**src/pkg/gsei_pkg.sv**
```systemverilog
// Behaviour
// - pin-level register at 0x01, resets 0x00, drives pins
// - bit 7 flags a seen qualifying edge
// - bit 6 gates edge into interrupt
// - edge register at 0x08, resets 0x00
// - device returns two BCD bytes, MSB first
package gsei_pkg;

  // register indices; byte address is four times the index
  localparam logic [7:0] IDX_PIN_LEVELS = 8'h01;
  localparam logic [7:0] IDX_EDGE_CTRL  = 8'h08;
  localparam logic [7:0] IDX_IRQ_STATUS = 8'h10;
  localparam logic [7:0] IDX_IRQ_ENABLE = 8'h11;
  localparam logic [7:0] IDX_IRQ_CLEAR  = 8'h12;

  // reset values
  localparam logic [7:0] RST_PIN_LEVELS = 8'h00;
  localparam logic [7:0] RST_EDGE_CTRL  = 8'h00;
  localparam logic [1:0] RST_IRQ        = 2'h0;

  // edge control field positions
  localparam int unsigned EDGE_FLAG_BIT  = 7;
  localparam int unsigned EDGE_ALLOW_BIT = 6;
  localparam int unsigned EDGE_POL_BIT   = 5;

  // interrupt status bit positions
  localparam int unsigned IRQ_EDGE_BIT = 0;
  localparam int unsigned IRQ_REV_BIT  = 1;

  // revision command byte
  localparam logic [7:0] REV_CMD_BYTE = 8'h40;
  localparam logic [7:0] IDLE_REPLY   = 8'h00;

  // axi responses
  localparam logic [1:0] RESP_OKAY   = 2'h0;
  localparam logic [1:0] RESP_DECERR = 2'h3;

  // bus inputs from the master
  typedef struct packed {
    logic        awvalid;
    logic [7:0]  awaddr;
    logic        wvalid;
    logic [31:0] wdata;
    logic [3:0]  wstrb;
    logic        bready;
    logic        arvalid;
    logic [7:0]  araddr;
    logic        rready;
  } gsei_axi_req_t;

  // bus outputs to the master
  typedef struct packed {
    logic        awready;
    logic        wready;
    logic        bvalid;
    logic [1:0]  bresp;
    logic        arready;
    logic        rvalid;
    logic [31:0] rdata;
    logic [1:0]  rresp;
  } gsei_axi_rsp_t;

  // revision reply sequence
  typedef enum logic [1:0] {
    REV_IDLE,
    REV_DUMMY,
    REV_HIGH,
    REV_LOW
  } gsei_rev_state_t;

endpackage : gsei_pkg

```
**src/logic/gsei_top.sv**
```systemverilog
// The AXI4-Lite slave port was left to the implementer.
`timescale 1ns/1ps
// pin levels and edge interrupt behind an axi4-lite slave, revision reply on the byte exchange port
module gsei_top #(
  parameter logic [15:0] REV_CODE = 16'h0210 // arbitrary revision value
) (
  input  wire logic                    aclk,
  input  wire logic                    aresetn,
  input  wire gsei_pkg::gsei_axi_req_t axi_req,
  output gsei_pkg::gsei_axi_rsp_t      axi_rsp,
  input  wire logic [7:0]              pin_level_bits_in,
  output logic      [7:0]              pin_level_bits_out,
  input  wire logic                    edge_sense_pin,
  input  wire logic                    xfer_valid,
  input  wire logic [7:0]              xfer_byte_in,
  output logic      [7:0]              xfer_byte_out,
  output logic                         irq
);

  // index decode of a byte address; misaligned words never hit
  function automatic logic hit(input logic [7:0] addr, input logic [7:0] idx);
    hit = (addr[1:0] == 2'h0) && ({2'h0, addr[7:2]} == idx);
  endfunction : hit

  // write channel capture
  logic        aw_have_ff;   // address held, waiting for data
  logic [7:0]  awaddr_ff;
  logic        w_have_ff;    // data held, waiting for address
  logic [31:0] wdata_ff;
  logic [3:0]  wstrb_ff;
  logic        bvalid_ff;
  logic [1:0]  bresp_ff;
  logic        rvalid_ff;
  logic [31:0] rdata_ff;
  logic [1:0]  rresp_ff;

  // registers
  logic [7:0]  pin_out_ff;   // driven pin levels
  logic [2:0]  edge_ctrl_ff; // flag, allow, polarity
  logic [1:0]  irq_stat_ff;  // sticky events
  logic [1:0]  irq_en_ff;

  // synchronisers: stage one is read only by stage two
  logic [7:0]  pin_s1_ff;
  logic [7:0]  pin_s2_ff;
  logic        esp_s1_ff;
  logic        esp_s2_ff;
  logic        esp_old_ff;   // previous synced level for edge compare

  // handshake wires
  wire aw_hs = axi_req.awvalid && axi_rsp.awready;
  wire w_hs  = axi_req.wvalid && axi_rsp.wready;
  wire ar_hs = axi_req.arvalid && axi_rsp.arready;

  // write commits once both halves are present and no response is pending
  wire         aw_ok   = aw_have_ff || aw_hs;
  wire         w_ok    = w_have_ff || w_hs;
  wire         wr_fire = aw_ok && w_ok && !bvalid_ff;
  wire [7:0]   wr_addr = aw_have_ff ? awaddr_ff : axi_req.awaddr;
  wire [31:0]  wr_data = w_have_ff ? wdata_ff : axi_req.wdata;
  wire [3:0]   wr_strb = w_have_ff ? wstrb_ff : axi_req.wstrb;
  wire         wr_lane = wr_fire && wr_strb[0]; // registers live in lane 0

  // write decode
  wire wr_pin_hit  = hit(wr_addr, gsei_pkg::IDX_PIN_LEVELS);
  wire wr_edge_hit = hit(wr_addr, gsei_pkg::IDX_EDGE_CTRL);
  wire wr_stat_hit = hit(wr_addr, gsei_pkg::IDX_IRQ_STATUS);
  wire wr_en_hit   = hit(wr_addr, gsei_pkg::IDX_IRQ_ENABLE);
  wire wr_clr_hit  = hit(wr_addr, gsei_pkg::IDX_IRQ_CLEAR);
  wire wr_mapped   = wr_pin_hit || wr_edge_hit || wr_stat_hit || wr_en_hit || wr_clr_hit;

  // read decode
  wire rd_pin_hit  = hit(axi_req.araddr, gsei_pkg::IDX_PIN_LEVELS);
  wire rd_edge_hit = hit(axi_req.araddr, gsei_pkg::IDX_EDGE_CTRL);
  wire rd_stat_hit = hit(axi_req.araddr, gsei_pkg::IDX_IRQ_STATUS);
  wire rd_en_hit   = hit(axi_req.araddr, gsei_pkg::IDX_IRQ_ENABLE);
  wire rd_clr_hit  = hit(axi_req.araddr, gsei_pkg::IDX_IRQ_CLEAR);
  wire rd_mapped   = rd_pin_hit || rd_edge_hit || rd_stat_hit || rd_en_hit || rd_clr_hit;

  // edge register image; bits 4..0 read as zero
  wire [7:0] edge_image = {edge_ctrl_ff, 5'h00};

  // read data select; the clear register is write-only and reads zero
  wire [7:0] rd_byte = rd_pin_hit  ? pin_s2_ff :
                       rd_edge_hit ? edge_image :
                       rd_stat_hit ? {6'h00, irq_stat_ff} :
                       rd_en_hit   ? {6'h00, irq_en_ff} : 8'h00;

  // qualifying edge on the synced sense pin
  wire rise     = esp_s2_ff && !esp_old_ff;
  wire fall     = !esp_s2_ff && esp_old_ff;
  wire pol_fall = edge_ctrl_ff[gsei_pkg::EDGE_POL_BIT - 5];
  wire edge_ev  = pol_fall ? fall : rise;

  // edge control next value: hardware set beats a software clear
  wire       flag_clr   = wr_lane && wr_edge_hit && !wr_data[gsei_pkg::EDGE_FLAG_BIT];
  wire       nxt_flag   = (edge_ctrl_ff[2] && !flag_clr) || edge_ev;
  wire [1:0] nxt_ctl_lo = (wr_lane && wr_edge_hit) ?
                          wr_data[gsei_pkg::EDGE_ALLOW_BIT:gsei_pkg::EDGE_POL_BIT] : edge_ctrl_ff[1:0];

  // interrupt events; the edge only counts while allowed
  logic      rev_done;
  wire       allow    = edge_ctrl_ff[gsei_pkg::EDGE_ALLOW_BIT - 5];
  wire [1:0] irq_ev   = {rev_done, edge_ev && allow};
  wire [1:0] irq_clr  = (wr_lane && wr_clr_hit) ? wr_data[1:0] : 2'h0;
  wire [1:0] nxt_stat = (irq_stat_ff & ~irq_clr) | irq_ev;

  // bus outputs; ready drops while a channel's word is held or a reply waits
  assign axi_rsp.awready = !aw_have_ff && !bvalid_ff;
  assign axi_rsp.wready  = !w_have_ff && !bvalid_ff;
  assign axi_rsp.bvalid  = bvalid_ff;
  assign axi_rsp.bresp   = bresp_ff;
  assign axi_rsp.arready = !rvalid_ff;
  assign axi_rsp.rvalid  = rvalid_ff;
  assign axi_rsp.rdata   = rdata_ff;
  assign axi_rsp.rresp   = rresp_ff;

  assign pin_level_bits_out = pin_out_ff;
  assign irq                = |(irq_stat_ff & irq_en_ff);

  // input synchronisers
  always_ff @(posedge aclk) begin
    if (!aresetn) begin
      pin_s1_ff  <= 8'h00;
      pin_s2_ff  <= 8'h00;
      esp_s1_ff  <= 1'b0;
      esp_s2_ff  <= 1'b0;
      esp_old_ff <= 1'b0;
    end else begin
      pin_s1_ff  <= pin_level_bits_in;
      pin_s2_ff  <= pin_s1_ff;
      esp_s1_ff  <= edge_sense_pin;
      esp_s2_ff  <= esp_s1_ff;
      esp_old_ff <= esp_s2_ff;
    end
  end

  // write address and data holding; either may arrive first
  always_ff @(posedge aclk) begin
    if (!aresetn) begin
      aw_have_ff <= 1'b0;
      w_have_ff  <= 1'b0;
      awaddr_ff  <= 8'h00;
      wdata_ff   <= 32'h00000000;
      wstrb_ff   <= 4'h0;
    end else begin
      aw_have_ff <= aw_ok && !wr_fire;
      w_have_ff  <= w_ok && !wr_fire;
      if (aw_hs) begin
        awaddr_ff <= axi_req.awaddr;
      end
      if (w_hs) begin
        wdata_ff <= axi_req.wdata;
        wstrb_ff <= axi_req.wstrb;
      end
    end
  end

  // write and read responses
  always_ff @(posedge aclk) begin
    if (!aresetn) begin
      bvalid_ff <= 1'b0;
      bresp_ff  <= gsei_pkg::RESP_OKAY;
      rvalid_ff <= 1'b0;
      rdata_ff  <= 32'h00000000;
      rresp_ff  <= gsei_pkg::RESP_OKAY;
    end else begin
      if (wr_fire) begin
        bvalid_ff <= 1'b1;
        bresp_ff  <= wr_mapped ? gsei_pkg::RESP_OKAY : gsei_pkg::RESP_DECERR;
      end else if (axi_req.bready) begin
        bvalid_ff <= 1'b0;
      end
      if (ar_hs) begin
        rvalid_ff <= 1'b1;
        rdata_ff  <= {24'h000000, rd_byte};
        rresp_ff  <= rd_mapped ? gsei_pkg::RESP_OKAY : gsei_pkg::RESP_DECERR;
      end else if (axi_req.rready) begin
        rvalid_ff <= 1'b0;
      end
    end
  end

  // software registers and sticky status
  always_ff @(posedge aclk) begin
    if (!aresetn) begin
      pin_out_ff   <= gsei_pkg::RST_PIN_LEVELS;
      edge_ctrl_ff <= gsei_pkg::RST_EDGE_CTRL[7:5];
      irq_stat_ff  <= gsei_pkg::RST_IRQ;
      irq_en_ff    <= gsei_pkg::RST_IRQ;
    end else begin
      if (wr_lane && wr_pin_hit) begin
        pin_out_ff <= wr_data[7:0];
      end
      edge_ctrl_ff <= {nxt_flag, nxt_ctl_lo};
      irq_stat_ff  <= nxt_stat;
      if (wr_lane && wr_en_hit) begin
        irq_en_ff <= wr_data[1:0];
      end
    end
  end

  // revision responder on the byte exchange port
  gsei_rev_reply #(
    .REV_CODE (REV_CODE)
  ) u_rev (
    .aclk         (aclk),
    .aresetn      (aresetn),
    .xfer_valid   (xfer_valid),
    .xfer_byte_in (xfer_byte_in),
    .reply_byte   (xfer_byte_out),
    .rev_done     (rev_done)
  );

endmodule : gsei_top

```
**src/logic/gsei_rev_reply.sv**
```systemverilog
`timescale 1ns/1ps
// full-duplex byte responder: each exchange takes one host byte and
// presents the byte that goes out on the following exchange
module gsei_rev_reply #(
  parameter logic [15:0] REV_CODE = 16'h0210
) (
  input  wire logic       aclk,
  input  wire logic       aresetn,
  input  wire logic       xfer_valid,
  input  wire logic [7:0] xfer_byte_in,
  output logic      [7:0] reply_byte,
  output logic            rev_done
);

  gsei_pkg::gsei_rev_state_t state_ff;      // position in the sequence
  gsei_pkg::gsei_rev_state_t nxt_state;
  logic [7:0]                reply_ff;      // byte for the next exchange
  logic [7:0]                nxt_reply;
  logic                      done_ff;       // one-cycle end pulse
  logic                      is_cmd;

  assign is_cmd     = (xfer_byte_in == gsei_pkg::REV_CMD_BYTE);
  assign reply_byte = reply_ff;
  assign rev_done   = done_ff;

  // sequence decode; only moves on an exchange
  always_comb begin
    nxt_state = state_ff;
    nxt_reply = reply_ff;
    if (xfer_valid) begin
      unique case (state_ff)
        gsei_pkg::REV_IDLE: begin
          // command seen: the dummy exchange still returns filler
          nxt_state = is_cmd ? gsei_pkg::REV_DUMMY : gsei_pkg::REV_IDLE;
          nxt_reply = gsei_pkg::IDLE_REPLY;
        end
        gsei_pkg::REV_DUMMY: begin
          // dummy byte content is ignored by design
          nxt_state = gsei_pkg::REV_HIGH;
          nxt_reply = REV_CODE[15:8];
        end
        gsei_pkg::REV_HIGH: begin
          nxt_state = gsei_pkg::REV_LOW;
          nxt_reply = REV_CODE[7:0];
        end
        gsei_pkg::REV_LOW: begin
          // a command in the last slot restarts at once
          nxt_state = is_cmd ? gsei_pkg::REV_DUMMY : gsei_pkg::REV_IDLE;
          nxt_reply = gsei_pkg::IDLE_REPLY;
        end
      endcase
    end
  end

  // state, reply byte and done pulse
  always_ff @(posedge aclk) begin
    if (!aresetn) begin
      state_ff <= gsei_pkg::REV_IDLE;
      reply_ff <= gsei_pkg::IDLE_REPLY;
      done_ff  <= 1'b0;
    end else begin
      state_ff <= nxt_state;
      reply_ff <= nxt_reply;
      done_ff  <= xfer_valid && (state_ff == gsei_pkg::REV_LOW);
    end
  end

endmodule : gsei_rev_reply

```
**config.mk**
```make
export PLATFORM = sky130hd
export DESIGN_NAME = gsei_top
export DESIGN_NICKNAME = d
export VERILOG_FILES = /design/src/pkg/gsei_pkg.sv /design/src/logic/gsei_top.sv /design/src/logic/gsei_rev_reply.sv
export SDC_FILE = /design/constraint.sdc
export NUM_CORES = 1
export LEC_CHECK = 0
export BUFFER_PORTS_ARGS = -buffer_cell sky130_fd_sc_hd__buf_2
export CAP_MARGIN = 20
export CORE_ASPECT_RATIO = 1.75
export CORE_MARGIN = 2
export CORE_UTILIZATION = 33
export CTS_CLUSTER_DIAMETER = 60
export DETAILED_ROUTE_END_ITERATION = 6
export PLACE_DENSITY = 0.61
export SETUP_SLACK_MARGIN = 0.2
export SLEW_MARGIN = 10
export SYNTH_ARGS = -nofsm -noshare
export SYNTH_HDL_FRONTEND = slang
export SYNTH_SLANG_ARGS = --single-unit
```
**constraint.sdc**
```tcl
create_clock -name aclk -period 2.69 [get_ports aclk]
set_input_delay 0.1345 -clock aclk [delete_from_list [all_inputs] [get_ports aclk]]
set_output_delay 0.1345 -clock aclk [all_outputs]
set_load 0.01 [all_outputs]
```
Word level (Yosys, flattened, before mapping) --
Cells that the tools add are included.
Word-level totals: bits of input ports 77, output and inout bits 58, bits in registers 78, logic and storage cells 116
Operators by class: multiplexer cells 18, reduce and logical (&&, ||, !) cells 57, equal/unequal tests 14, bitwise operators 4
Operator list (number):
- $eq 6x5->1 const B | 6
- $mux 8 | 4
- $logic_and 1x1->1 | 30
- $pmux 8 s3 | 1
- $eq 6x1->1 const B | 2
- $eq 6x4->1 const B | 2
- $logic_or 1x1->1 | 11
- $mux 2 | 5
- $logic_not 1->1 | 9
- $eq 8x7->1 const B | 1
- $mux 1 | 7
- $logic_not 2->1 | 3
- $pmux 2 s3 | 1
- $and 2x2->2 | 2
- $eq 2x2->1 const B | 2
- $reduce_bool 2->1 | 2
- $reduce_or 2->1 | 2
- $eq 2x1->1 const B | 1
- $not 2->2 | 1
- $or 2x2->2 | 1

Logic depth before layout (Yosys ltp) --
Gate-level depths: netlist of run 1.
depth in word-level cells 12, depth in mapped cells 6, gate-level depth less buffers 5

Modules after synthesis --
Synthesis of run 1 repeated with hierarchy kept, for this count alone.
Second synthesis, totals: cell total of the unflattened synthesis 363, area, all modules 3224.3 sq um
By module, submodules not included:
- gsei_top | times used 1, cells each 330, area an instance 2901.5 sq um
- gsei_rev_reply | times used 1, cells each 33, area an instance 322.8 sq um

Least setup slack after synthesis of run 1 --
Ideal clock, no wire load.
kind register -> register, start point register aw_have_ff, end point register pin_out_ff[0], in the netlist pin_level_bits_out[0], data arrival time 1.615 ns, setup slack 1.003 ns, data required time 2.618 ns, period minus slack after synthesis 1.687 ns, cell stages (with the launch flop) 6, path through dfxtp_1 nor2_1 or4_1 buf_2 nor3_4 mux2i_1
On the way: cells in the longest elaborated chain, start to end 8, elaborated cells between the ends (all ways) 12, those cells by class eq/ne: 1; mux: 1; reduce/logical: 10
Ends and longest elaborated chain:
- start, declared | line gsei_top.sv:26 | logic aw_have_ff;
- start signal, assigned | line gsei_top.sv:147 | aw_have_ff <= aw_ok && !wr_fire;
- $logic_not 1->1 | line gsei_top.sv:109 | assign axi_rsp.awready = !aw_have_ff && !bvalid_ff;
- $logic_and 1x1->1 | line gsei_top.sv:109
- $logic_and 1x1->1 | line gsei_top.sv:51 | wire aw_hs = axi_req.awvalid && axi_rsp.awready;
- $logic_or 1x1->1 | line gsei_top.sv:56 | wire aw_ok = aw_have_ff || aw_hs;
- $logic_and 1x1->1 (2 in a row) | line gsei_top.sv:58 | wire wr_fire = aw_ok && w_ok && !bvalid_ff;
- $logic_and 1x1->1 | line gsei_top.sv:62 | wire wr_lane = wr_fire && wr_strb[0];
- $logic_and 1x1->1 * | line gsei_top.sv:192 | if (wr_lane && wr_pin_hit) begin
- end signal, assigned | line gsei_top.sv:187 | pin_out_ff <= gsei_pkg::RST_PIN_LEVELS;
- end signal, assigned | line gsei_top.sv:193 | pin_out_ff <= wr_data[7:0];
- end, declared | line gsei_top.sv:38 | logic [7:0] pin_out_ff;
Every way passes the cells marked *; elsewhere a longest branch is shown, timed or not. A chain may end at the register's enable or synchronous reset.

Worst setup path in the final report of run 1 --
start point register aw_have_ff, end point register irq_en_ff[1]
On the way: cells in the longest elaborated chain, start to end 8, elaborated cells between the ends (all ways) 12, those cells by class eq/ne: 1; mux: 1; reduce/logical: 10
Ends and longest elaborated chain:
- $logic_not 1->1 | line gsei_top.sv:109
- $logic_and 1x1->1 | line gsei_top.sv:109
- $logic_and 1x1->1 | line gsei_top.sv:51
- $logic_or 1x1->1 | line gsei_top.sv:56
- $logic_and 1x1->1 (2 in a row) | line gsei_top.sv:58
- $logic_and 1x1->1 | line gsei_top.sv:62
- $logic_and 1x1->1 * | line gsei_top.sv:197 | if (wr_lane && wr_en_hit) begin
- end signal, assigned | line gsei_top.sv:190 | irq_en_ff <= gsei_pkg::RST_IRQ;
- end signal, assigned | line gsei_top.sv:198 | irq_en_ff <= wr_data[1:0];
- end, declared | line gsei_top.sv:41 | logic [1:0] irq_en_ff;
Marked as above.

==> results.md, run 1 <==
* Post-CTS Repair Setup Buffers at 0
* Vias in the first global route at 2485
* Clock Power Share at 47.5%
* DR vias at 2576
* Status: complete, no violations
* Synth area leader: dfxtp_1
* Routability congestion estimate from global placement at 0.7844
* Hpwl dp at 5523 µm
* Global-route wire length before repair at 11750 µm
* Depth of the most critical reg-to-reg path at 4
* GR Util met1 at 14.38%
* Internal reg-to-reg setup slack at 0.55 ns
* Initial core utilization at 33.36%
* Hold Path End: pin_s1_ff[4]
* DRC viols at 0
* CTS root buf: clkbuf_16
* CP endpoint kind: flop
* Max incr delay on CP at 0.59 ns
* Max Freq at 466.5 MHz
* Die footprint at 10280 µm²
* CTS buffer count at 9
* Layout net count at 498
* Maximum vdd drop at 0.0003499 V
* R2r endpoint: irq_en_ff[1]
* Synth async-reset ratio at 0%
* R2r startpoint: aw_have_ff
* Syn Area/Cell at 9.041 µm²
* Most frequent cells after synthesis: dfxtp_1, nand2_1, buf_4
* Reg power frac at 41.6%
* Pleak at 1.637 nW
* Arrival @ worst endpoint at 2.40 ns
* Final Critical Period at 2.143 ns
* Met2 track demand over resource at 27.05%
* Most common cell in the netlist: dfxtp_1
* Die X-Extent at 77.50 µm
* Mapped Area at 3119 µm²
* Crit path cell chain: nor4b_1, o21ai_0, nor3_1, mux2i_1
* WHS at 0.01110 ns
* Layout fillers at 946
* I/O Buffers at 77
* H-Tree Depth at 3
* Routed Antenna Nets at 0
* Grt met3 use at 4.025%
* CTS tree: built
* Seq cells post-synth at 70
* Setup TNS at 0 ns
* Seq/Total Area, Yosys at 44.93%
* Layout cells sized above 1 at 24.82%
* Cells after synthesis at 345
* Top_reg_cell synth: dfxtp_1
* Core area at 9350 µm²
* Die height at 132.6 µm
* Ports at 135
* Drt wl/cell at 13.39 µm
* Clk sinks at 70
* Synth cell types at 46
* Max-Cap Viols at 0
* HP Start: pin_level_bits_in[4]
* PD cells at 702.7 nW/µm²
* Grt ovf at 0
* YS warnings at 0
* GR peak layer: met2
* First drt pass iteration count at 4
* Initial antenna violation count at 0
* Largest net degree at the start of global routing at 40
* Share of the synthesized area in the top cell type at 44.93%
* Vias per cell at 4.727
* DR iter-0 viols at 94
* Overall Global Routing Usage at 14.87%
* Hold Crit Class: in2reg
* Clock transition at path regs at 0.05 ns
* FP Rows at 47
* Total power draw at 2.681 mW
* Critical Path RT at 2.95 ns
* Critical Path Start Type: flop
* Hold Path Depth at 2
* Worst-Margin Slew at 0.6585 ns
* Crit path max fanout at 9
* Sw Share at 24.15%
* Slew Limit Fails at 0
* Fin cells at 545
* Fin. Hold Viols at 0
* Final setup vio count at 0
* Post-route setup slack at 0.5465 ns
* Final cycle utilization of the critical path at 79.68%
* Switching power at 0.6474 mW
* Antenna Diode Count at 0
* Worst-Skew Late Latency at 0.33 ns
* Post-synth EDFFs at 0
* Skew final at 0.003830 ns
* Slowest-stage cell, CP: nor4b_1
* P&R area growth vs syn at 22.30%
* RSZ-0062 raised after global routing: false
* Slew margin rel. at 55.69%
* Critical path type: reg2reg
* # placed instances at 528
* Logic pwr share at 10.9%
* Clk buf depth at 2
* Final wirelength at 7300 µm
* Synth top area cells: dfxtp_1, buf_4, mux2i_1
* Pre-CTS setup slack at 0.5692 ns
* Internal cell power at 2.033 mW
-- worst max-delay path: cells and delay by family, from the launching register on --
| kind | cells | cell delay (ns) |
|---|---|---|
| multiplexers | 1 | 0.23 |
| flip-flops | 1 | 0.50 |
| AO/OA/AOI/OAI | 1 | 0.33 |
| AND/OR/NAND/NOR | 2 | 1.02 |
-- logic make-up after synthesis --
| family | count (synthesis) | synth area share [%] |
|---|---|---|
| simple gates | 130 | 21.46 |
| flops | 70 | 44.93 |
| compound gates | 61 | 13.04 |
| buf+inv | 54 | 10.71 |
| mux | 26 | 8.544 |
| fa+ha+maj | 3 | 1.203 |
| other cells | 1 | 0.1202 |
-- area by class of cell --
type,count,area (µm²),share of cell area (%)
Sequential cell,70,1401,36.73
Clock inverter,6,85.08,2.230
Clock buffer,10,239.0,6.264
Inverter,5,18.77,0.4920
Timing Repair Buffer,82,425.4,11.15
Multi-Input combinational cell,250,1493,39.13
Tap cell,122,152.6,4.001
-- state kept, by name, summed over array words and instances (netlist names), 2 cells and up --
name                cells
rdata_ff                8
pin_s2_ff               8
wdata_ff                8
awaddr_ff               8
u_rev.reply_byte        2
irq_stat_ff             2
edge_ctrl_ff            3
irq_en_ff               2
u_rev.state_ff          2
pin_level_bits_out      8
pin_s1_ff               8
-- cells in the final DEF, fill, tap and decap left out, types with 8 or more instances in the layout --
cell type,n
buf_2,77
dfxtp_1,70
nand2_1,54
conb_1,30
a21oi_1,26
mux2i_1,21
and2_1,21
nor2_1,14
clkbuf_16,9
a211oi_1,8
-- what timing repair did --
item	4_1_cts	5_1_grt
endpoints found under the hold margin	1	0
hold buffers	1	0
resized for setup	0	0
-- per-layer routing --
layer,share of wire [%],routed length [µm]
met5,0,0
met4,4.1,296
met3,4.5,325
met2,55,4003
met1,37,2676
-- worst max-delay path by stage --
stage	from	endpoint	cells after the start
2_1_floorplan	aw_have_ff	pin_level_bits_out[0]	5
3_3_place_gp	aw_have_ff	pin_level_bits_out[6]	4
3_5_place_dp	aw_have_ff	irq_en_ff[1]	4
4_1_cts	aw_have_ff	irq_en_ff[1]	4
5_1_grt	aw_have_ff	pin_level_bits_out[6]	4
6_report	aw_have_ff	irq_en_ff[1]	4
-- stage by stage --
stage                     instance area (µm²)  util [%]
after floorplan                          3228         -
after global placement                   3481     37.23
after detailed placement                 3481     37.23
after CTS                                3815     40.80
after global routing                     3815     40.80
final                                    3815     40.80
-- power groups by stage --
stage	registers, mW	logic [mW]	clock network [mW]
2_1_floorplan	1.13	0.227	0
3_3_place_gp	1.14	0.288	0
3_5_place_dp	1.14	0.292	0
4_1_cts	1.12	0.295	1.30
5_1_grt	1.12	0.326	1.35
6_report	1.12	0.292	1.27
Power figures use the tool's default switching activity.
==> run 2: changes to the inputs <==
==> constraint.sdc (replaced) <==
create_clock -name aclk -period 2.1 [get_ports aclk]
set_input_delay 0.105 -clock aclk [delete_from_list [all_inputs] [get_ports aclk]]
set_output_delay 0.105 -clock aclk [all_outputs]
set_load 0.01 [all_outputs]
==> results.md, run 2 (same netlist as run 1, synthesis figures left out) <==
* Final setup vio count at 0 (unchanged)
* Slew Limit Fails at 0 (unchanged)
* Max incr delay on CP at 0.41 ns (-0.18 ns)
* Antenna Diode Count at 0 (unchanged)
* RSZ-0062 raised after global routing: true
* Final cycle utilization of the critical path at 86.32% (+6.6 points)
* Hold Crit Class: in2reg
* Layout cells sized above 1 at 26.42% (+1.6 points)
* Largest net degree at the start of global routing at 39 (-2.5%)
* FP Rows at 47 (unchanged)
* CTS tree: built
* Highest-count cells in the layout ignoring fill and taps: buf_2, dfxtp_1, nand2_1
* I/O Buffers at 77 (unchanged)
* Crit path cell chain: nor4b_1, buf_4, o21ai_0, nor3_1, mux2i_1
* Die height at 132.6 µm (unchanged)
* Layout net count at 514 (+3.2%)
* Drt wl/cell at 12.90 µm (-3.7%)
* Setup TNS at 0 ns (unchanged)
* Worst-Skew Late Latency at 0.33 ns (about the same)
* Critical path type: reg2reg
* CTS root buf: clkbuf_16
* Skew final at 0.007458 ns (+0.003628 ns)
* Max-Cap Viols at 0 (unchanged)
* DRC viols at 0 (unchanged)
* WP buf/inv at 1 (+1)
* Hpwl dp at 5491 µm (-0.58%)
* Clk buf depth at 2 (unchanged)
* Initial core utilization at 33.36% (unchanged)
* Post-route setup slack at 0.2872 ns (-0.2593 ns)
* First drt pass iteration count at 4 (unchanged)
* Max Freq at 551.6 MHz (+18%)
* Ports at 135 (unchanged)
* Final wirelength at 7236 µm (-0.88%)
* Slowest-stage cell, CP: dfxtp_1
* Grt ovf at 0 (unchanged)
* P&R area growth vs syn at 25.79%
* Die footprint at 10280 µm² (unchanged)
* Arrival @ worst endpoint at 2.07 ns (-0.33 ns)
* Clk sinks at 70 (unchanged)
* Maximum vdd drop at 0.0004548 V (+30%)
* Switching power at 0.8543 mW (+32%)
* CP delay by family, top: simple AND/OR/NAND/NOR gates
* Most common cell after layout, fill and taps aside: buf_2
* Sw Share at 26.60% (+2.4 points)
* Core area at 9350 µm² (unchanged)
* Vias in the first global route at 2579 (+3.8%)
* Routed Antenna Nets at 0 (unchanged)
* Initial antenna violation count at 0 (unchanged)
* Crit path max fanout at 6 (-3)
* Critical Path Start Type: flop
* Final Critical Period at 1.813 ns (-0.3307 ns)
* Fin. Hold Viols at 0 (unchanged)
* Vias per cell at 4.709 (-0.36%)
* DR vias at 2642 (+2.6%)
* H-Tree Depth at 3 (unchanged)
* Critical Path RT at 2.36 ns (-0.59 ns)
* Worst-Margin Slew at 0.6382 ns (-0.02032 ns)
* CP endpoint kind: flop
* Pre-CTS setup slack at 0.2334 ns (-0.3359 ns)
* Reg power frac at 44.3% (+2.7 points)
* PD cells at 818.6 nW/µm² (+17%)
* Depth of the most critical reg-to-reg path at 5 (+1)
* Hold Path Depth at 3 (+1)
* Status: complete, no violations
* CTS buffer count at 9 (unchanged)
* Logic pwr share at 12.7% (+1.8 points)
* Slew margin rel. at 57.37% (+1.7 points)
* Post-CTS Repair Setup Buffers at 0 (unchanged)
* Global-route wire length before repair at 11630 µm (-1.0%)
* Pleak at 1.681 nW (+2.6%)
* Routability congestion estimate from global placement at 0.7841 (about the same)
* Clock Power Share at 43.0% (-4.5 points)
* DR iter-0 viols at 49 (-48%)
* Internal cell power at 2.358 mW (+16%)
* Clock transition at path regs at 0.06 ns (about the same)
* Die X-Extent at 77.50 µm (unchanged)
* Critical path depth at 5 (+1)
* Overall Global Routing Usage at 14.70% (-0.17 points)
run 2: repair_timing:
action,in CTS,in global routing
resized for setup,0,3
endpoints found under the hold margin,9,0
hold buffers,9,0
setup endpoints to repair,0,14
run 2: layer usage:
layer | global-route usage, % | part of all wire, % | up-vias
li1 | - | - | 1315
met5 | 0 | 0 | -
met4 | 8.333 | 2.7 | 0
met3 | 3.274 | 4.3 | 12
met1 | 13.61 | 36 | 1228
met2 | 28.55 | 57 | 87
run 2: power groups by stage:
stage                     logic (mW)  clock network, mW  registers, mW
after floorplan                0.291                  0           1.45
after global placement         0.386                  0           1.45
after detailed placement       0.392                  0           1.45
after CTS                      0.407               1.41           1.42
after global routing           0.454               1.47           1.43
final                          0.407               1.38           1.42
run 2: metrics by stage:
stage / util, % / instances / hold slack, ns / area (µm²) / total power [mW]
6_report: 41.96 / 561 / 0.02059 / 3924 / 3.212
5_1_grt: 41.96 / 561 / 0.02741 / 3924 / 3.353
4_1_cts: 41.79 / 561 / 0.01107 / 3908 / 3.244
3_5_place_dp: 37.87 / 536 / 0.3189 / 3541 / 1.844
3_3_place_gp: 37.87 / 536 / 0.3131 / 3541 / 1.836
2_1_floorplan: - / 374 / 0.2323 / 3228 / 1.740
run 2: area by class of cell:
type                       count  area [µm²]
sequential                    70        1401
timing repair buffer          98       565.5
fill                         915        5426
multi-input combinational    250        1509
clock inverter                 7       51.30
inverter                       5       18.77
tap                          122       152.6
clock buffer                   9       225.2
run 2: path summary, 6_finish.rpt:
kind | start | endpoint | slack, ns
worst max-delay path | aw_have_ff | irq_en_ff[0] | 0.29
worst min-delay path | axi_req[54] | awaddr_ff[6] | 0.02
worst max register to register | aw_have_ff | irq_en_ff[0] | 0.29
worst min register to register | pin_s1_ff[6] | pin_s2_ff[6] | 0.43
run 2: worst register-to-register path: cells and delay by family, from the launching register on:
kind / cells / cell delay [ns]
AND/OR/NAND/NOR: 2 / 0.72
flip-flops: 1 / 0.41
multiplexers: 1 / 0.22
AO/OA/AOI/OAI: 1 / 0.20
buffers and inverters: 1 / 0.18
==> run 3: changes to the inputs <==
--- a/config.mk
+++ b/config.mk
@@ -5,6 +5,7 @@
 export SDC_FILE = /design/constraint.sdc
 export NUM_CORES = 1
 export LEC_CHECK = 0
+export ABC_AREA = 1
 export BUFFER_PORTS_ARGS = -buffer_cell sky130_fd_sc_hd__buf_2
 export CAP_MARGIN = 20
 export CORE_ASPECT_RATIO = 1.75
@@ -12,9 +13,10 @@
 export CORE_UTILIZATION = 33
 export CTS_CLUSTER_DIAMETER = 60
 export DETAILED_ROUTE_END_ITERATION = 6
-export PLACE_DENSITY = 0.61
+export PLACE_DENSITY = 0.6
 export SETUP_SLACK_MARGIN = 0.2
 export SLEW_MARGIN = 10
 export SYNTH_ARGS = -nofsm -noshare
 export SYNTH_HDL_FRONTEND = slang
+export SYNTH_HIERARCHICAL = 1
 export SYNTH_SLANG_ARGS = --single-unit
==> results.md, run 3 <==
* Layout Utilization at 41.39% (-0.58 points)
* Final wirelength at 7879 µm (+8.9%)
* Synth async-reset ratio at 0% (unchanged)
* Routability congestion estimate from global placement at 0.8004 (+2.1%)
* DRC viols at 0 (unchanged)
* Seq cells post-synth at 70 (unchanged)
* Hold Crit Class: in2reg
* Final cycle utilization of the critical path at 75.65% (-11 points)
* Routed Antenna Nets at 0 (unchanged)
* Layout net count at 641 (+25%)
* Share of the synthesized area in the top cell type at 40.10% (-4.8 points)
* Clk sinks at 70 (unchanged)
* Overall Global Routing Usage at 14.87% (+0.17 points)
* Die footprint at 11460 µm² (+12%)
* PD cells at 854.4 nW/µm² (+4.4%)
* Most common cell after layout, fill and taps aside: nand2_1
* Arrival @ worst endpoint at 1.86 ns (-0.21 ns)
* Placed cell area at 3865 µm² (+9.2%)
* RSZ-0062 raised after global routing: false
* Highest-count cells in the layout ignoring fill and taps: nand2_1, buf_2, nor2_1
* Synth top area cells: dfxtp_1, nand2_1, nor2_1
* Post-CTS Resized at 0 (unchanged)
* CTS root buf: clkbuf_16
* Most frequent cells after synthesis: nand2_1, nor2_1, dfxtp_1
* Status: complete, no violations
* Hpwl dp at 5873 µm (+7.0%)
* FP Rows at 49 (+4.3%)
* Die X-Extent at 81.79 µm (+5.5%)
* DR iter-0 viols at 165 (+240%)
* CTS tree: built
* Ports at 135 (unchanged)
* Grt ovf at 0 (unchanged)
* Post-route setup slack at 0.5114 ns (+0.2242 ns)
* Drt wl/cell at 11.39 µm (-12%)
* Synth cell types at 38 (-17%)
* Antenna Diode Count at 0 (unchanged)
* Fin. Hold Viols at 0 (unchanged)
* Vias in the first global route at 2926 (+13%)
* Core area at 10300 µm² (+10%)
* First drt pass iteration count at 4 (unchanged)
* Top_reg_cell synth: dfxtp_1
* Max Freq at 629.5 MHz (+14%)
* Worst-Margin Slew at 0.5938 ns (-0.04440 ns)
* Post-synth EDFFs at 0 (unchanged)
* Crit path max fanout at 14 (+8)
* Vias per cell at 4.410 (-6.3%)
* Finished Cell Area at 4263 µm² (+8.6%)
* Slew margin rel. at 60.20% (+2.8 points)
* WHS at 0.01957 ns (-0.001018 ns)
* Most common cell in the netlist: nand2_1
* I/O Buffers at 77 (unchanged)
* Pleak at 2.197 nW (+31%)
* Max-Cap Viols at 0 (unchanged)
* Setup TNS at 0 ns (unchanged)
* DR vias at 3052 (+16%)
* Global-route wire length before repair at 13280 µm (+14%)
* Syn Area/Cell at 7.311 µm² (-19%)
* Cells after synthesis at 478 (+39%)
* Final setup vio count at 0 (unchanged)
* Layout cells sized above 1 at 23.36% (-3.1 points)
* Multi-input gate area in the final layout at 1644 µm² (+9.0%)
* Maximum vdd drop at 0.0005821 V (+28%)
* Critical Path RT at 2.37 ns (about the same)
* Final Critical Period at 1.589 ns (-0.2242 ns)
* Worst-Skew Late Latency at 0.33 ns (about the same)
* H-Tree Depth at 3 (unchanged)
* Layout fillers at 1055 (+15%)
* Largest net degree at the start of global routing at 41 (+5.1%)
* Seq/Total Area, Yosys at 40.10% (-4.8 points)
* Internal reg-to-reg setup slack at 0.51 ns (+0.22 ns)
* CTS buffer count at 9 (unchanged)
* Clock transition at path regs at 0.06 ns (about the same)
* Pre-CTS setup slack at 0.5167 ns (+0.2833 ns)
* P&R area growth vs syn at 21.98%
* Critical path type: reg2reg
* Mapped Area at 3495 µm² (+12%)
* Initial antenna violation count at 0 (unchanged)
* YS warnings at 6 (+6)
* Initial core utilization at 33.93% (+0.57 points)
* Skew final at 0.006135 ns (-0.001323 ns)
* Clk buf depth at 2 (unchanged)
* Die height at 140.1 µm (+5.7%)
* Slew Limit Fails at 0 (unchanged)
* Synth area leader: dfxtp_1
* Critical Path Start Type: flop
* Reg area at 1401 µm² (unchanged)
* CP endpoint kind: flop
==> run 3: cell count changes in the layout (fill, tap and decap cells not counted), sizes merged, moves of 7 or more <==
cell,previous run,this run
a211oi,8,0
and2,21,0
buf,89,82
inv,4,59
mux2i,21,3
nand2,54,112
nand3,5,22
nor2,14,82
o21ai,1,34
==> run 3: final cells by class <==
| cell class | instances | share of cell area [%] |
|---|---|---|
| Tap cell | 127 | 3.728 |
| Inverter | 60 | 5.283 |
| Clock buffer | 10 | 5.606 |
| Clock inverter | 6 | 1.614 |
| Multi-Input combinational cell | 328 | 38.57 |
| Sequential cell | 70 | 32.87 |
| Timing Repair Buffer | 91 | 12.33 |
==> run 3: report_power, final <==
group / internal [mW] / switching (mW)
logic: 0.226 / 0.399
registers: 1.42 / 0.0540
clock network: 0.957 / 0.587
==> run 3: worst paths after layout <==
kind           startpoint                    end  depth (start not counted)
min           axi_req[49]           awaddr_ff[1]                          3
min reg2reg  pin_s1_ff[5]           pin_s2_ff[5]                          2
max            aw_have_ff  pin_level_bits_out[0]                          8
max reg2reg    aw_have_ff  pin_level_bits_out[0]                          8
==> run 3: repair_timing <==
action | 4_1_cts | 5_1_grt
endpoints found under the hold margin | 9 | 0
hold buffers | 9 | 0
endpoints found under the setup margin | 0 | 0
buffers inserted | 0 | 0
==> run 3: through the flow <==
step / power, mW / cells
2_1_floorplan: 1.984 / 506
3_3_place_gp: 2.097 / 667
3_5_place_dp: 2.115 / 667
4_1_cts: 3.686 / 692
5_1_grt: 3.835 / 692
6_report: 3.642 / 692
==> run 3: cells by family after synthesis <==
family	synth area share, %
buffers and inverters	15.86
DFF	40.10
AOI/OAI and AO/OA	9.739
and+or+nand+nor	31.79
adders and majority gates	1.432
other	0.2149
muxes	0.8593
==> run 3: layer usage <==
| metal | track usage, % | vias up | wire length [µm] |
|---|---|---|---|
| li1 | - | 1590 | - |
| met1 | 16.30 | 1349 | 3082 |
| met2 | 26.19 | 101 | 4210 |
| met3 | 3.673 | 12 | 409 |
| met4 | 6.579 | 0 | 176 |
| met5 | 0 | - | 0 |
==> run 3: worst max-delay path, cell delays in order (launching register included) <==
cell	delay [ns]
dfxtp_1	0.34
inv_2	0.12
a21oi_1	0.25
nand2_2	0.17
nor2_8	0.24
inv_2	0.10
nor2_8	0.16
nor2_1	0.06
nor2_1	0.10
